$ cat src/include/ecp_defs.svh
`ifndef ECP_DEFS_SVH
`define ECP_DEFS_SVH

// ****************************************************************
// Register offsets within each base window
// ****************************************************************
`define ECP_OFF_DATA      2'h0
`define ECP_OFF_STATUS    2'h1
`define ECP_OFF_CONTROL   2'h2
`define ECP_OFF_FIFO      2'h0
`define ECP_OFF_CAP_B     2'h1
`define ECP_OFF_EXT_CTRL  2'h2

// ****************************************************************
// Mode codes held in extended_control bits 7 to 5
// ****************************************************************
`define ECP_MODE_STD      3'h0
`define ECP_MODE_BIDIR    3'h1
`define ECP_MODE_COMPAT_FIFO_PORT    3'h2
`define ECP_MODE_ECP      3'h3
`define ECP_MODE_TEST     3'h6
`define ECP_MODE_CONFIG   3'h7

// ****************************************************************
// Field positions and fixed values
// ****************************************************************
`define ECP_DCR_DIR       5
`define ECP_DCR_IRQE      4
`define ECP_DCR_SELIN     3
`define ECP_DCR_INIT      2
`define ECP_DCR_AUTOFD    1
`define ECP_DCR_STROBE    0
`define ECP_CAP_A_VAL     8'h10
`define ECP_CAP_B_VAL     8'h00
`define ECP_DSR_LOW_ONES  3'h7
`define ECP_DCR_HIGH_ONES 2'h3

// ****************************************************************
// FIFO shape and handshake timing
// ****************************************************************
`define ECP_FIFO_DEPTH    16
`define ECP_FIFO_AW       4
`define ECP_CLK_NS        10
`define ECP_SETUP_NS      500
`define ECP_STROBE_NS     500
`define ECP_SETUP_CYC     ((`ECP_SETUP_NS + `ECP_CLK_NS - 1) / `ECP_CLK_NS)
`define ECP_STROBE_CYC    ((`ECP_STROBE_NS + `ECP_CLK_NS - 1) / `ECP_CLK_NS)

`endif

$ cat src/include/ecp_pkg.sv
`include "ecp_defs.svh"

package ecp_pkg;

	typedef enum logic [2:0] {
		ENG_IDLE,
		ENG_SETUP,
		ENG_STROBE,
		ENG_HOLD,
		ENG_REQ,
		ENG_ACKWAIT
	} ecp_eng_t;

	typedef struct packed {
		logic [12:0]                              sync1;
		logic [12:0]                              sync2;
		logic [7:0]                               data_latch;
		logic [5:0]                               dcr;
		logic [2:0]                               mode;
		logic [2:0]                               ecr_ctl;
		logic [`ECP_FIFO_DEPTH-1:0][8:0]          mem;
		logic [`ECP_FIFO_AW-1:0]                  wr_ptr;
		logic [`ECP_FIFO_AW-1:0]                  rd_ptr;
		logic [`ECP_FIFO_AW:0]                    count;
		logic [7:0]                               last_rd;
		ecp_eng_t                                 eng;
		logic [7:0]                               cnt;
		logic [8:0]                               xfer;
		logic                                     irq;
		logic                                     ack_last;
		logic [7:0]                               rd_data;
		logic                                     rd_valid;
	} ecp_state_t;

endpackage

$ cat src/rtl/ecp_port.sv
// Function
// - Extended control bits 7:5 select standard, bidir, FIFO, ECP, test, config.
// - Standard mode holds the FIFO in reset and forces direction to forward.
// - Bidir mode: direction 1 floats data lines; data reads return live lines.
// - FIFO mode sends queued bytes with standard strobe handshake, forward only.
// - ECP forward sends shared FIFO bytes; ECP reverse fills the FIFO.
// - Test mode FIFO is readable and writable, shown on lines, never sent.
// - Full test FIFO drops writes; empty read returns the last byte read.
// - Address/RLE port bytes are queued tagged, only while direction is forward.
// - Data latch clears on reset, drives lines non-inverted, reads back.
// - Status reads inverted busy, raw ack, paper, select, fault, low bits one.
// - Control bits 7:6 read one; bits 5:0 clear during reset.
// - Control bit 5 sets direction; ignored in standard and FIFO modes.
// - With control bit 4 set, each ack rising edge raises an interrupt.
// - Control bits drive select-in, auto-feed, strobe inverted and init direct.
// - ECP reverse reads peripheral bytes into the FIFO by automatic handshake.
// - Capability A is read-only and returns 10h.
// - Capability B is read-only and returns zero in the defined fields.
// - Only configuration mode maps capability A and B at second base 0 and 1.
// - Forward: host strobes each byte, busy paces, auto-feed marks command.
// - Reverse: peripheral clocks with ack, host requests with auto-feed.
// - Host drives init low for reverse; select-in stays high in ECP mode.
// - One 16-byte FIFO serves both transfer directions.
// - Extended control bit 1 shows full and bit 0 shows empty, read-only.
`timescale 1ns/1ns
`include "ecp_defs.svh"
module ecp_port
	import ecp_pkg::*;
(
	// Clock and reset
	input  wire logic        core_clk,
	input  wire logic        sys_rst,
	// Host register access
	input  wire logic        reg_base2,
	input  wire logic [1:0]  reg_addr,
	input  wire logic        reg_wr,
	input  wire logic        reg_rd,
	input  wire logic [7:0]  reg_wdata,
	output logic      [7:0]  reg_rdata,
	output logic             reg_rvalid,
	output logic             irq_pulse,
	// Parallel data lines
	input  wire logic [7:0]  parallel_data_lines_in,
	output logic      [7:0]  parallel_data_lines_out,
	output logic             parallel_data_lines_oe,
	// Peripheral status inputs
	input  wire logic        busy,
	input  wire logic        ack_n,
	input  wire logic        perror,
	input  wire logic        select,
	input  wire logic        fault_n,
	// Peripheral control outputs
	output logic             strobe_n,
	output logic             autofd_n,
	output logic             init_n,
	output logic             selin_n
);

	localparam logic [7:0] SETUP_CYC  = 8'(`ECP_SETUP_CYC);
	localparam logic [7:0] STROBE_CYC = 8'(`ECP_STROBE_CYC);
	localparam logic [4:0] FIFO_FULL  = 5'(`ECP_FIFO_DEPTH);

	ecp_state_t st_q;
	ecp_state_t st_d;

	logic [7:0] pd_s;
	logic       busy_s;
	logic       ack_s;
	logic       perr_s;
	logic       sel_s;
	logic       fault_s;
	logic       dir;
	logic       full;
	logic       empty;
	logic       fwd_auto;
	logic       rev_auto;
	logic       fifo_clr;

	// ************************************************************
	// Synchronised pins and mode decode
	// ************************************************************
	assign {pd_s, busy_s, ack_s, perr_s, sel_s, fault_s} = st_q.sync2;
	// Direction only counts where the mode allows it to be set.
	assign dir = (st_q.mode == `ECP_MODE_BIDIR ||
		st_q.mode == `ECP_MODE_ECP || st_q.mode == `ECP_MODE_TEST ||
		st_q.mode == `ECP_MODE_CONFIG) && st_q.dcr[`ECP_DCR_DIR];
	assign full  = st_q.count == FIFO_FULL;
	assign empty = st_q.count == 5'h00;
	// Reserved codes fall in with standard mode and clear the FIFO.
	assign fifo_clr = st_q.mode == `ECP_MODE_STD ||
		st_q.mode == 3'h4 || st_q.mode == 3'h5;
	assign fwd_auto = (st_q.mode == `ECP_MODE_COMPAT_FIFO_PORT) ||
		(st_q.mode == `ECP_MODE_ECP && !dir);
	assign rev_auto = st_q.mode == `ECP_MODE_ECP && dir;

	// ************************************************************
	// Next state
	// ************************************************************
	always_comb begin
		logic       push;
		logic [8:0] push_val;
		logic       pop;
		logic       hrd;
		logic       hwr;
		st_d     = st_q;
		push     = 1'b0;
		push_val = 9'h000;
		pop      = 1'b0;
		hrd      = reg_rd && !reg_wr;
		hwr      = reg_wr;
		st_d.sync1    = {parallel_data_lines_in, busy, ack_n, perror,
			select, fault_n};
		st_d.sync2    = st_q.sync1;
		st_d.rd_valid = hrd;
		// The edge is taken behind the synchroniser, so a metastable
		// first stage can never fire the interrupt.
		st_d.ack_last = ack_s;
		st_d.irq      = st_q.dcr[`ECP_DCR_IRQE] && ack_s &&
			!st_q.ack_last;

		// Host writes.
		if (hwr) begin
			if (!reg_base2) begin
				case (reg_addr)
					`ECP_OFF_DATA: begin
						if (st_q.mode == `ECP_MODE_ECP) begin
							if (!dir) begin
								push     = 1'b1;
								push_val = {1'b1, reg_wdata};
							end
						end else begin
							st_d.data_latch = reg_wdata;
						end
					end
					`ECP_OFF_CONTROL: st_d.dcr = reg_wdata[5:0];
					default: ;
				endcase
			end else begin
				case (reg_addr)
					`ECP_OFF_FIFO: begin
						if (st_q.mode == `ECP_MODE_COMPAT_FIFO_PORT ||
							st_q.mode == `ECP_MODE_TEST ||
							(st_q.mode == `ECP_MODE_ECP && !dir)) begin
							push     = 1'b1;
							push_val = {1'b0, reg_wdata};
						end
					end
					`ECP_OFF_EXT_CTRL: begin
						st_d.mode    = reg_wdata[7:5];
						st_d.ecr_ctl = reg_wdata[4:2];
					end
					default: ;
				endcase
			end
		end

		// Host reads, answered from a register one cycle later.
		st_d.rd_data = 8'h00;
		if (hrd) begin
			if (!reg_base2) begin
				case (reg_addr)
					`ECP_OFF_DATA: st_d.rd_data =
						(st_q.mode == `ECP_MODE_BIDIR && dir) ?
						pd_s : st_q.data_latch;
					`ECP_OFF_STATUS: st_d.rd_data = {!busy_s, ack_s,
						perr_s, sel_s, fault_s, `ECP_DSR_LOW_ONES};
					`ECP_OFF_CONTROL: st_d.rd_data =
						{`ECP_DCR_HIGH_ONES, st_q.dcr};
					default: st_d.rd_data = 8'h00;
				endcase
			end else begin
				case (reg_addr)
					`ECP_OFF_FIFO: begin
						if (st_q.mode == `ECP_MODE_CONFIG) begin
							st_d.rd_data = `ECP_CAP_A_VAL;
						end else if (st_q.mode == `ECP_MODE_TEST ||
							rev_auto) begin
							if (empty) begin
								st_d.rd_data = st_q.last_rd;
							end else begin
								pop          = 1'b1;
								st_d.rd_data = st_q.mem[st_q.rd_ptr][7:0];
								st_d.last_rd = st_q.mem[st_q.rd_ptr][7:0];
							end
						end
					end
					`ECP_OFF_CAP_B: st_d.rd_data =
						(st_q.mode == `ECP_MODE_CONFIG) ?
						`ECP_CAP_B_VAL : 8'h00;
					`ECP_OFF_EXT_CTRL: st_d.rd_data =
						{st_q.mode, st_q.ecr_ctl, full, empty};
					default: st_d.rd_data = 8'h00;
				endcase
			end
		end

		// Handshake engine: forward strobes bytes out, reverse pulls in.
		case (st_q.eng)
			ENG_IDLE: begin
				if (fwd_auto && !empty && !busy_s && !pop) begin
					pop       = 1'b1;
					st_d.xfer = st_q.mem[st_q.rd_ptr];
					st_d.cnt  = SETUP_CYC;
					st_d.eng  = ENG_SETUP;
				end else if (rev_auto && !full && !push) begin
					st_d.eng = ENG_REQ;
				end
			end
			ENG_SETUP: begin
				if (st_q.cnt <= 8'h01) begin
					st_d.cnt = STROBE_CYC;
					st_d.eng = ENG_STROBE;
				end else begin
					st_d.cnt = st_q.cnt - 8'h01;
				end
			end
			ENG_STROBE: begin
				// ECP peripherals answer the strobe with busy high.
				if (st_q.cnt > 8'h01) begin
					st_d.cnt = st_q.cnt - 8'h01;
				end else if (st_q.mode != `ECP_MODE_ECP || busy_s) begin
					st_d.eng = ENG_HOLD;
				end
			end
			ENG_HOLD: begin
				if (!busy_s) begin
					st_d.eng = ENG_IDLE;
				end
			end
			ENG_REQ: begin
				if (!ack_s) begin
					push     = 1'b1;
					push_val = {busy_s, pd_s};
					st_d.eng = ENG_ACKWAIT;
				end
			end
			ENG_ACKWAIT: begin
				if (ack_s) begin
					st_d.eng = ENG_IDLE;
				end
			end
			default: st_d.eng = ENG_IDLE;
		endcase
		// Leaving forward or reverse automatic mode abandons any transfer in flight;
		// otherwise a forward strobe cut by a turn-round would wait on
		// busy for ever.
		if ((!fwd_auto && (st_q.eng == ENG_SETUP ||
			st_q.eng == ENG_STROBE || st_q.eng == ENG_HOLD)) ||
			(!rev_auto && (st_q.eng == ENG_REQ ||
			st_q.eng == ENG_ACKWAIT))) begin
			st_d.eng = ENG_IDLE;
		end

		// Shared FIFO bookkeeping; writes into a full FIFO are dropped.
		if (push && !full) begin
			st_d.mem[st_q.wr_ptr] = push_val;
			st_d.wr_ptr = st_q.wr_ptr + 4'h1;
		end
		if (pop) begin
			st_d.rd_ptr = st_q.rd_ptr + 4'h1;
		end
		st_d.count = st_q.count + 5'((push && !full) ? 1 : 0)
			- 5'(pop ? 1 : 0);
		if (fifo_clr) begin
			st_d.wr_ptr = 4'h0;
			st_d.rd_ptr = 4'h0;
			st_d.count  = 5'h00;
			st_d.dcr[`ECP_DCR_DIR] = 1'b0;
		end
		if (st_q.mode == `ECP_MODE_COMPAT_FIFO_PORT) begin
			st_d.dcr[`ECP_DCR_DIR] = 1'b0;
		end
	end

	// ************************************************************
	// State register
	// ************************************************************
	always_ff @(posedge core_clk) begin
		if (sys_rst) begin
			st_q <= '0;
		end else begin
			st_q <= st_d;
		end
	end

	// ************************************************************
	// Pins and host answer
	// ************************************************************
	assign reg_rdata  = st_q.rd_data;
	assign reg_rvalid = st_q.rd_valid;
	assign irq_pulse  = st_q.irq;

	always_comb begin
		parallel_data_lines_oe  = !dir;
		parallel_data_lines_out = st_q.data_latch;
		strobe_n = !st_q.dcr[`ECP_DCR_STROBE];
		autofd_n = !st_q.dcr[`ECP_DCR_AUTOFD];
		init_n   = st_q.dcr[`ECP_DCR_INIT];
		selin_n  = !st_q.dcr[`ECP_DCR_SELIN];
		if (st_q.mode == `ECP_MODE_TEST) begin
			parallel_data_lines_out = st_q.mem[st_q.rd_ptr][7:0];
		end else if (fwd_auto) begin
			parallel_data_lines_out = st_q.xfer[7:0];
			strobe_n = st_q.eng != ENG_STROBE;
			if (st_q.mode == `ECP_MODE_ECP) begin
				autofd_n = !st_q.xfer[8];
			end
		end
		if (st_q.mode == `ECP_MODE_ECP) begin
			selin_n = 1'b1;
			if (rev_auto) begin
				strobe_n = 1'b1;
				autofd_n = st_q.eng != ENG_REQ;
			end
		end
	end
endmodule

$ cat config.mk
export PLATFORM = sky130hd
export DESIGN_NAME = ecp_port
export DESIGN_NICKNAME = d
export VERILOG_FILES = /design/src/include/ecp_pkg.sv /design/src/rtl/ecp_port.sv
export VERILOG_INCLUDE_DIRS = /design/src /design/src/include
export SDC_FILE = /design/constraint.sdc
export NUM_CORES = 1
export LEC_CHECK = 0
export BUFFER_PORTS_ARGS = -buffer_cell sky130_fd_sc_hd__buf_2
export CORE_MARGIN = 2
export CORE_UTILIZATION = 30
export CTS_CLUSTER_DIAMETER = 50
export DETAILED_ROUTE_END_ITERATION = 8
export GPL_ROUTABILITY_DRIVEN = 0
export GPL_TIMING_DRIVEN = 0
export PLACE_DENSITY = 0.44
export SLEW_MARGIN = 20
export SYNTH_ARGS = -nofsm -noshare
export SYNTH_HDL_FRONTEND = slang
export SYNTH_SLANG_ARGS = --single-unit
$ cat constraint.sdc
create_clock -name core_clk -period 4 [get_ports core_clk]
set_clock_uncertainty 0.15 [all_clocks]
set_input_delay 0.8 -clock core_clk [delete_from_list [all_inputs] [get_ports core_clk]]
set_output_delay 0.8 -clock core_clk [all_outputs]
set_load 0.1 [all_outputs]
Word level (Yosys, flattened, before mapping):

Index checks and enable logic that the tools add are counted.

* add/subtract/negate cells: 5
* order comparisons: 5
* equality and inequality tests: 27
* muxes and demuxes: 65
* bitwise operators: 4
* reduce and logical (&&, ||, !) cells: 60

Operators with widths (number)
* 144-bit bitwise mux: 1
* 8-bit two-way mux: 11
* 9-bit two-way mux: 9
* 8-bit case mux with 3 select lines: 2
* 9-bit binary-select mux with 4-bit select: 1
* 9-bit demux with 4-bit select: 1
* 1-bit two-way mux: 29
* 3-bit two-way mux: 8
* 3-bit == test (second input constant): 6
* 3-bit case mux with 6 select lines: 1
* 17-bit two-way mux: 1
* 1-bit logical AND: 16
* 2-bit != test (second input constant): 8
* 8-bit case mux with 2 select lines: 1
* 1-bit zero test: 14
* 1-bit logical OR: 14
* 3-bit by 2-bit == test with 1-bit output (second input constant): 4
* 4-bit by 5-bit less-than comparator with 1-bit output (second input constant): 2
* 3-bit AND reduction: 3
* 4-bit by 1-bit adder with 4-bit output (second input constant): 2
* 8-bit by 1-bit greater-than comparator with 1-bit output (second input constant): 1
* 8-bit by 1-bit less-or-equal comparator with 1-bit output (second input constant): 1
* 8-bit by 1-bit subtractor with 8-bit output (second input constant): 1
* 7-bit AND reduction: 1
* other kinds (19): 28

* register bits after elaboration: 242
* output and inout port bits: 23

Depth between registers and ports, before layout:

* depth in word-level cells: 18
* mapped depth: 18

Worst setup path after synthesis:

OpenSTA, ideal clock, no wires.

* path type: register -> output
* start: reg st_q[45] in the netlist's numbering
* end: out parallel_data_lines_out[7]
* arrival time: 3.551 ns
* data required time: 3.050 ns
* path slack: -0.501 ns
* stages on the path, launching flop included: 7
* path buffers: 2
* path through: dfxtp_1 > buf_2 > buf_1 > mux4_2 > nand3_1 > nor3b_1 > o21ai_0

* word-level cells in the longest chain between the ends: 3

RTL lines
* start, declared: RTL line ecp_port.sv:63 `ecp_state_t st_q;`
* start signal, assigned: RTL line ecp_port.sv:282 `st_q <= st_d;`
* 9-bit binary-select mux with 4-bit select: RTL line ecp_port.sv:301 `parallel_data_lines_out = st_q.mem[st_q.rd_ptr][7:0];`
* 9-bit two-way mux (implied by the code): RTL line ecp_port.sv:301
* 8-bit two-way mux: RTL line ecp_port.sv:300 `` if (st_q.mode == `ECP_MODE_TEST) begin ``
* end, declared: RTL line ecp_port.sv:44 `output logic [7:0] parallel_data_lines_out,`

No other way between the ends. The select of a mux whose other input is x is not followed.

Final worst setup path:

* start: reg st_q[45] in the netlist's numbering
* end: out parallel_data_lines_out[3]

Same word-level chain as after synthesis.

==> impl_metrics.env <==
export IMPL_run_status="finished, final reports clean"
export IMPL_avgViaCountPerCell=5.10
export IMPL_setup_worst_path_start_class="flip-flop"
export IMPL_proportion_of_layout_cells_with_a_drive_suffix_above_1_pct=20.4
export IMPL_ctsRootBufferMaster="clkbuf_16"
export IMPL_gate_count_post_synth=1153
export IMPL_maxCapViolCount=0
export IMPL_cts_tree="done"
export IMPL_detail_route_drc_violations=0
export IMPL_finalSetupViolations=0
export IMPL_route_detailed_wl_per_inst_um=21.6
export IMPL_finalCritPeriodShare_pct=97.9
export IMPL_row_count=71
export IMPL_crit_path_end_kind="output pin"
export IMPL_worst_skew_pair_late_latency_ns=0.53
export IMPL_critical_path_cell_chain="buf_2 -> buf_4 -> mux4_2 -> mux2i_2 -> mux2i_2 -> nor2_1 -> a21oi_1 -> buf_4"
export IMPL_async_reset_ff_share_pct=0
export IMPL_wire_length_of_the_first_global_routing_pass_um=58500
export IMPL_die_width_um=200
export IMPL_fin_crit_ns=3.92
export IMPL_die_span_y_um=200
export IMPL_cts_buffers_inserted=36
export IMPL_synthesis_yosys_warnings=0
export IMPL_ys_ff_latch=242
export IMPL_worst_ir_drop_vdd_v=0.000242
export IMPL_global_route_usage_total_pct=19.1
export IMPL_report_final_slew_viol_count=0
export IMPL_critPathRequiredTime_ns=3.05
export IMPL_mappedNetlistArea_um2=11500
export IMPL_crit_slowest_cell="dfxtp_1"
export IMPL_drt_total_wl_um=38400
export IMPL_floorplan_initialDensity_pct=30.6
export IMPL_netlist_area_leader_share_pct=42.0
export IMPL_synth_top_cells_by_area="dfxtp_1, nand3b_1, mux4_2"
export IMPL_numClockSinks=242
export IMPL_path_max_fanout=10
export IMPL_synth_fp_nets=1195
export IMPL_worst_path_largest_cell_delay_ns=0.39
export IMPL_timing_hold_worst_class="reg2reg"
export IMPL_detail_route_antenna_nets=0
export IMPL_top_level_ports=51
export IMPL_clk_transition_reported_paths_ns=0.05
export IMPL_finalHoldViolCount=0
export IMPL_dr_total_vias=9074
export IMPL_fmax_mhz=255
export IMPL_grt_overflow=0
export IMPL_clk_path_buf_depth=3
export IMPL_rsz0062_at_grt="true"
export IMPL_htree_levels=2
export IMPL_port_buffers=50
export IMPL_drt_iter0_markers=484
export IMPL_floorplan_die_area_um2=40100
export IMPL_whs_ns=0.286
export IMPL_yosysTopAreaCell="dfxtp_1"
export IMPL_nets=1283
export IMPL_worst_slew_margin_rel_pct=40.2
export IMPL_worst_path_arrival_time_ns=2.97
export IMPL_ys_seq_area_share_pct=42.0
export IMPL_synth_flop_cell="dfxtp_1"
export IMPL_p_per_area_nw_per_um2=436
export IMPL_number_of_global_route_vias_before_repair=9135
export IMPL_hold_buffers=0
export IMPL_leakage_uw=0.00469
export IMPL_synth_distinct_cells=75
export IMPL_placeableCoreArea_um2=37800
export IMPL_total_power_uw=6010
export IMPL_worstSetupPathType="reg2out"
export IMPL_postSynthAreaPerCell_um2=10.0
export IMPL_dp_hpwl_um=27200
export IMPL_tightest_slew_ns=0.897
export IMPL_syn_to_final_growth_pct=19.4
export IMPL_antenna_cells=0
export IMPL_initial_antenna_violation_count=0
export IMPL_synth_edf_count=0
export IMPL_drt_pass1_iter_count=5
export IMPL_grt_max_degree=13
logic make-up after synthesis:
| logic type | Yosys count | synth area share, % |
|---|---|---|
| adders and majority gates | 14 | 1.58 |
| and+or+nand+nor | 360 | 19.4 |
| AOI/OAI and AO/OA | 287 | 17.0 |
| buffers and inverters | 137 | 6.40 |
| DFF | 242 | 42.0 |
| xor gates and xnor gates | 10 | 0.758 |
| muxes | 103 | 13.0 |
layer usage:
| layer | wire length [um] | up-vias | GRT usage, % | share of wire (%) |
|---|---|---|---|---|
| met5 | 0 | - | 0 | 0 |
| met4 | 796 | 0 | 5.04 | 2.1 |
| met3 | 1680 | 49 | 3.50 | 4.4 |
| met2 | 17200 | 173 | 30.2 | 45 |
| met1 | 18700 | 4471 | 26.6 | 49 |
| li1 | - | 4381 | - | - |
path summary, 6_finish.rpt:
path	from	end	slack (ns)	depth (start not counted)
max	st_q[45]	parallel_data_lines_out[3]	0.08	8
max reg2reg	ack_s	st_q[43]	0.26	18
min reg2reg	st_d[217]	sel_s	0.29	1
min	st_d[217]	sel_s	0.29	1
layout make-up:
type | instances | area, um^2
fillers | 3863 | 24000
multi-input cells | 774 | 6020
flip-flops and latches | 242 | 4850
clock buffers | 44 | 991
plain buffers | 112 | 677
well taps | 511 | 639
repair buffers | 51 | 270
clock inverters | 20 | 256
inverters | 24 | 91.3
stage by stage:
stage | instance area, um^2 | TNS (ns) | setup slack (ns) | cells | util [%]
CTS | 13800 | 0 | 0.00399 | 1778 | 36.5
global placement | 12400 | -1.80 | -0.427 | 1714 | 32.9
floorplan | 11500 | 0 | 0.0570 | 1153 | -
global route | 13800 | -0.0246 | -0.0246 | 1778 | 36.5
detailed placement | 12400 | -1.77 | -0.435 | 1714 | 32.9
finish | 13800 | 0 | 0.0844 | 1778 | 36.5
where the power goes:
group	switching (uW)	total (uW)	leakage, uW	internal, uW
logic	192	291	0.00213	98.4
registers	12.8	2450	0.00196	2430
clock network	1230	3280	0.000603	2050
registers in the layout (all words and copies together), names as in the netlist:
name        flops
reg_rvalid      1
irq_pulse       1
reg_rdata       8
sel_s           1
busy_s          1
perr_s          1
st_q          205
fault_s         1
st_d           13
pd_s            8
init_n          1
ack_s           1
cell usage in the layout, fill, tap and decap left out, types with 5 or more instances in the layout:
cell type  count
dfxtp_1      241
nand3b_1     147
o21ai_1      129
nor2_1        70
buf_2         62
mux2i_1       56
clkbuf_1      54
nor2b_1       39
mux4_2        37
o21ai_0       36
clkbuf_16     36
a21oi_1       33
nand2_1       26
inv_1         23
buf_6         20
buf_4         18
ha_1          13
a211oi_1      12
nand2b_1      11
a22oi_1       11
nand3_1       10
o2111ai_4      9
or3_1          8
or2_1          8
xnor2_1        7
o2111ai_2      7
and3_1         6
nor3_1         6
clkbuf_8       6
mux2i_2        5
a221o_1        5
mux2_2         5
or2_2          5
a221oi_1       5
worst max-delay path, delay by kind of cell (launching register included):
kind,cells,cell delay (ns)
AOI/OAI and AO/OA,1,0.29
DFF,1,0.39
muxes,3,0.68
and+or+nand+nor,1,0.07
buffers and inverters,3,0.99
cells in the mapped netlist, types with 23 or more instances:
cell type  count
nor2_1        70
mux2i_1       61
nor2b_1       39
nand2_1       26
a21oi_1       34
o21ai_1      127
clkbuf_1      58
nand3b_1     147
inv_1         23
dfxtp_1      242
mux4_2        37
o21ai_0       38
repair_timing:
action                     CTS  global route
pin swaps                    1             0
resized for setup           27             9
setup endpoints to repair   13             6
buffers inserted             1             0
(Power assumes the default switching activity.)
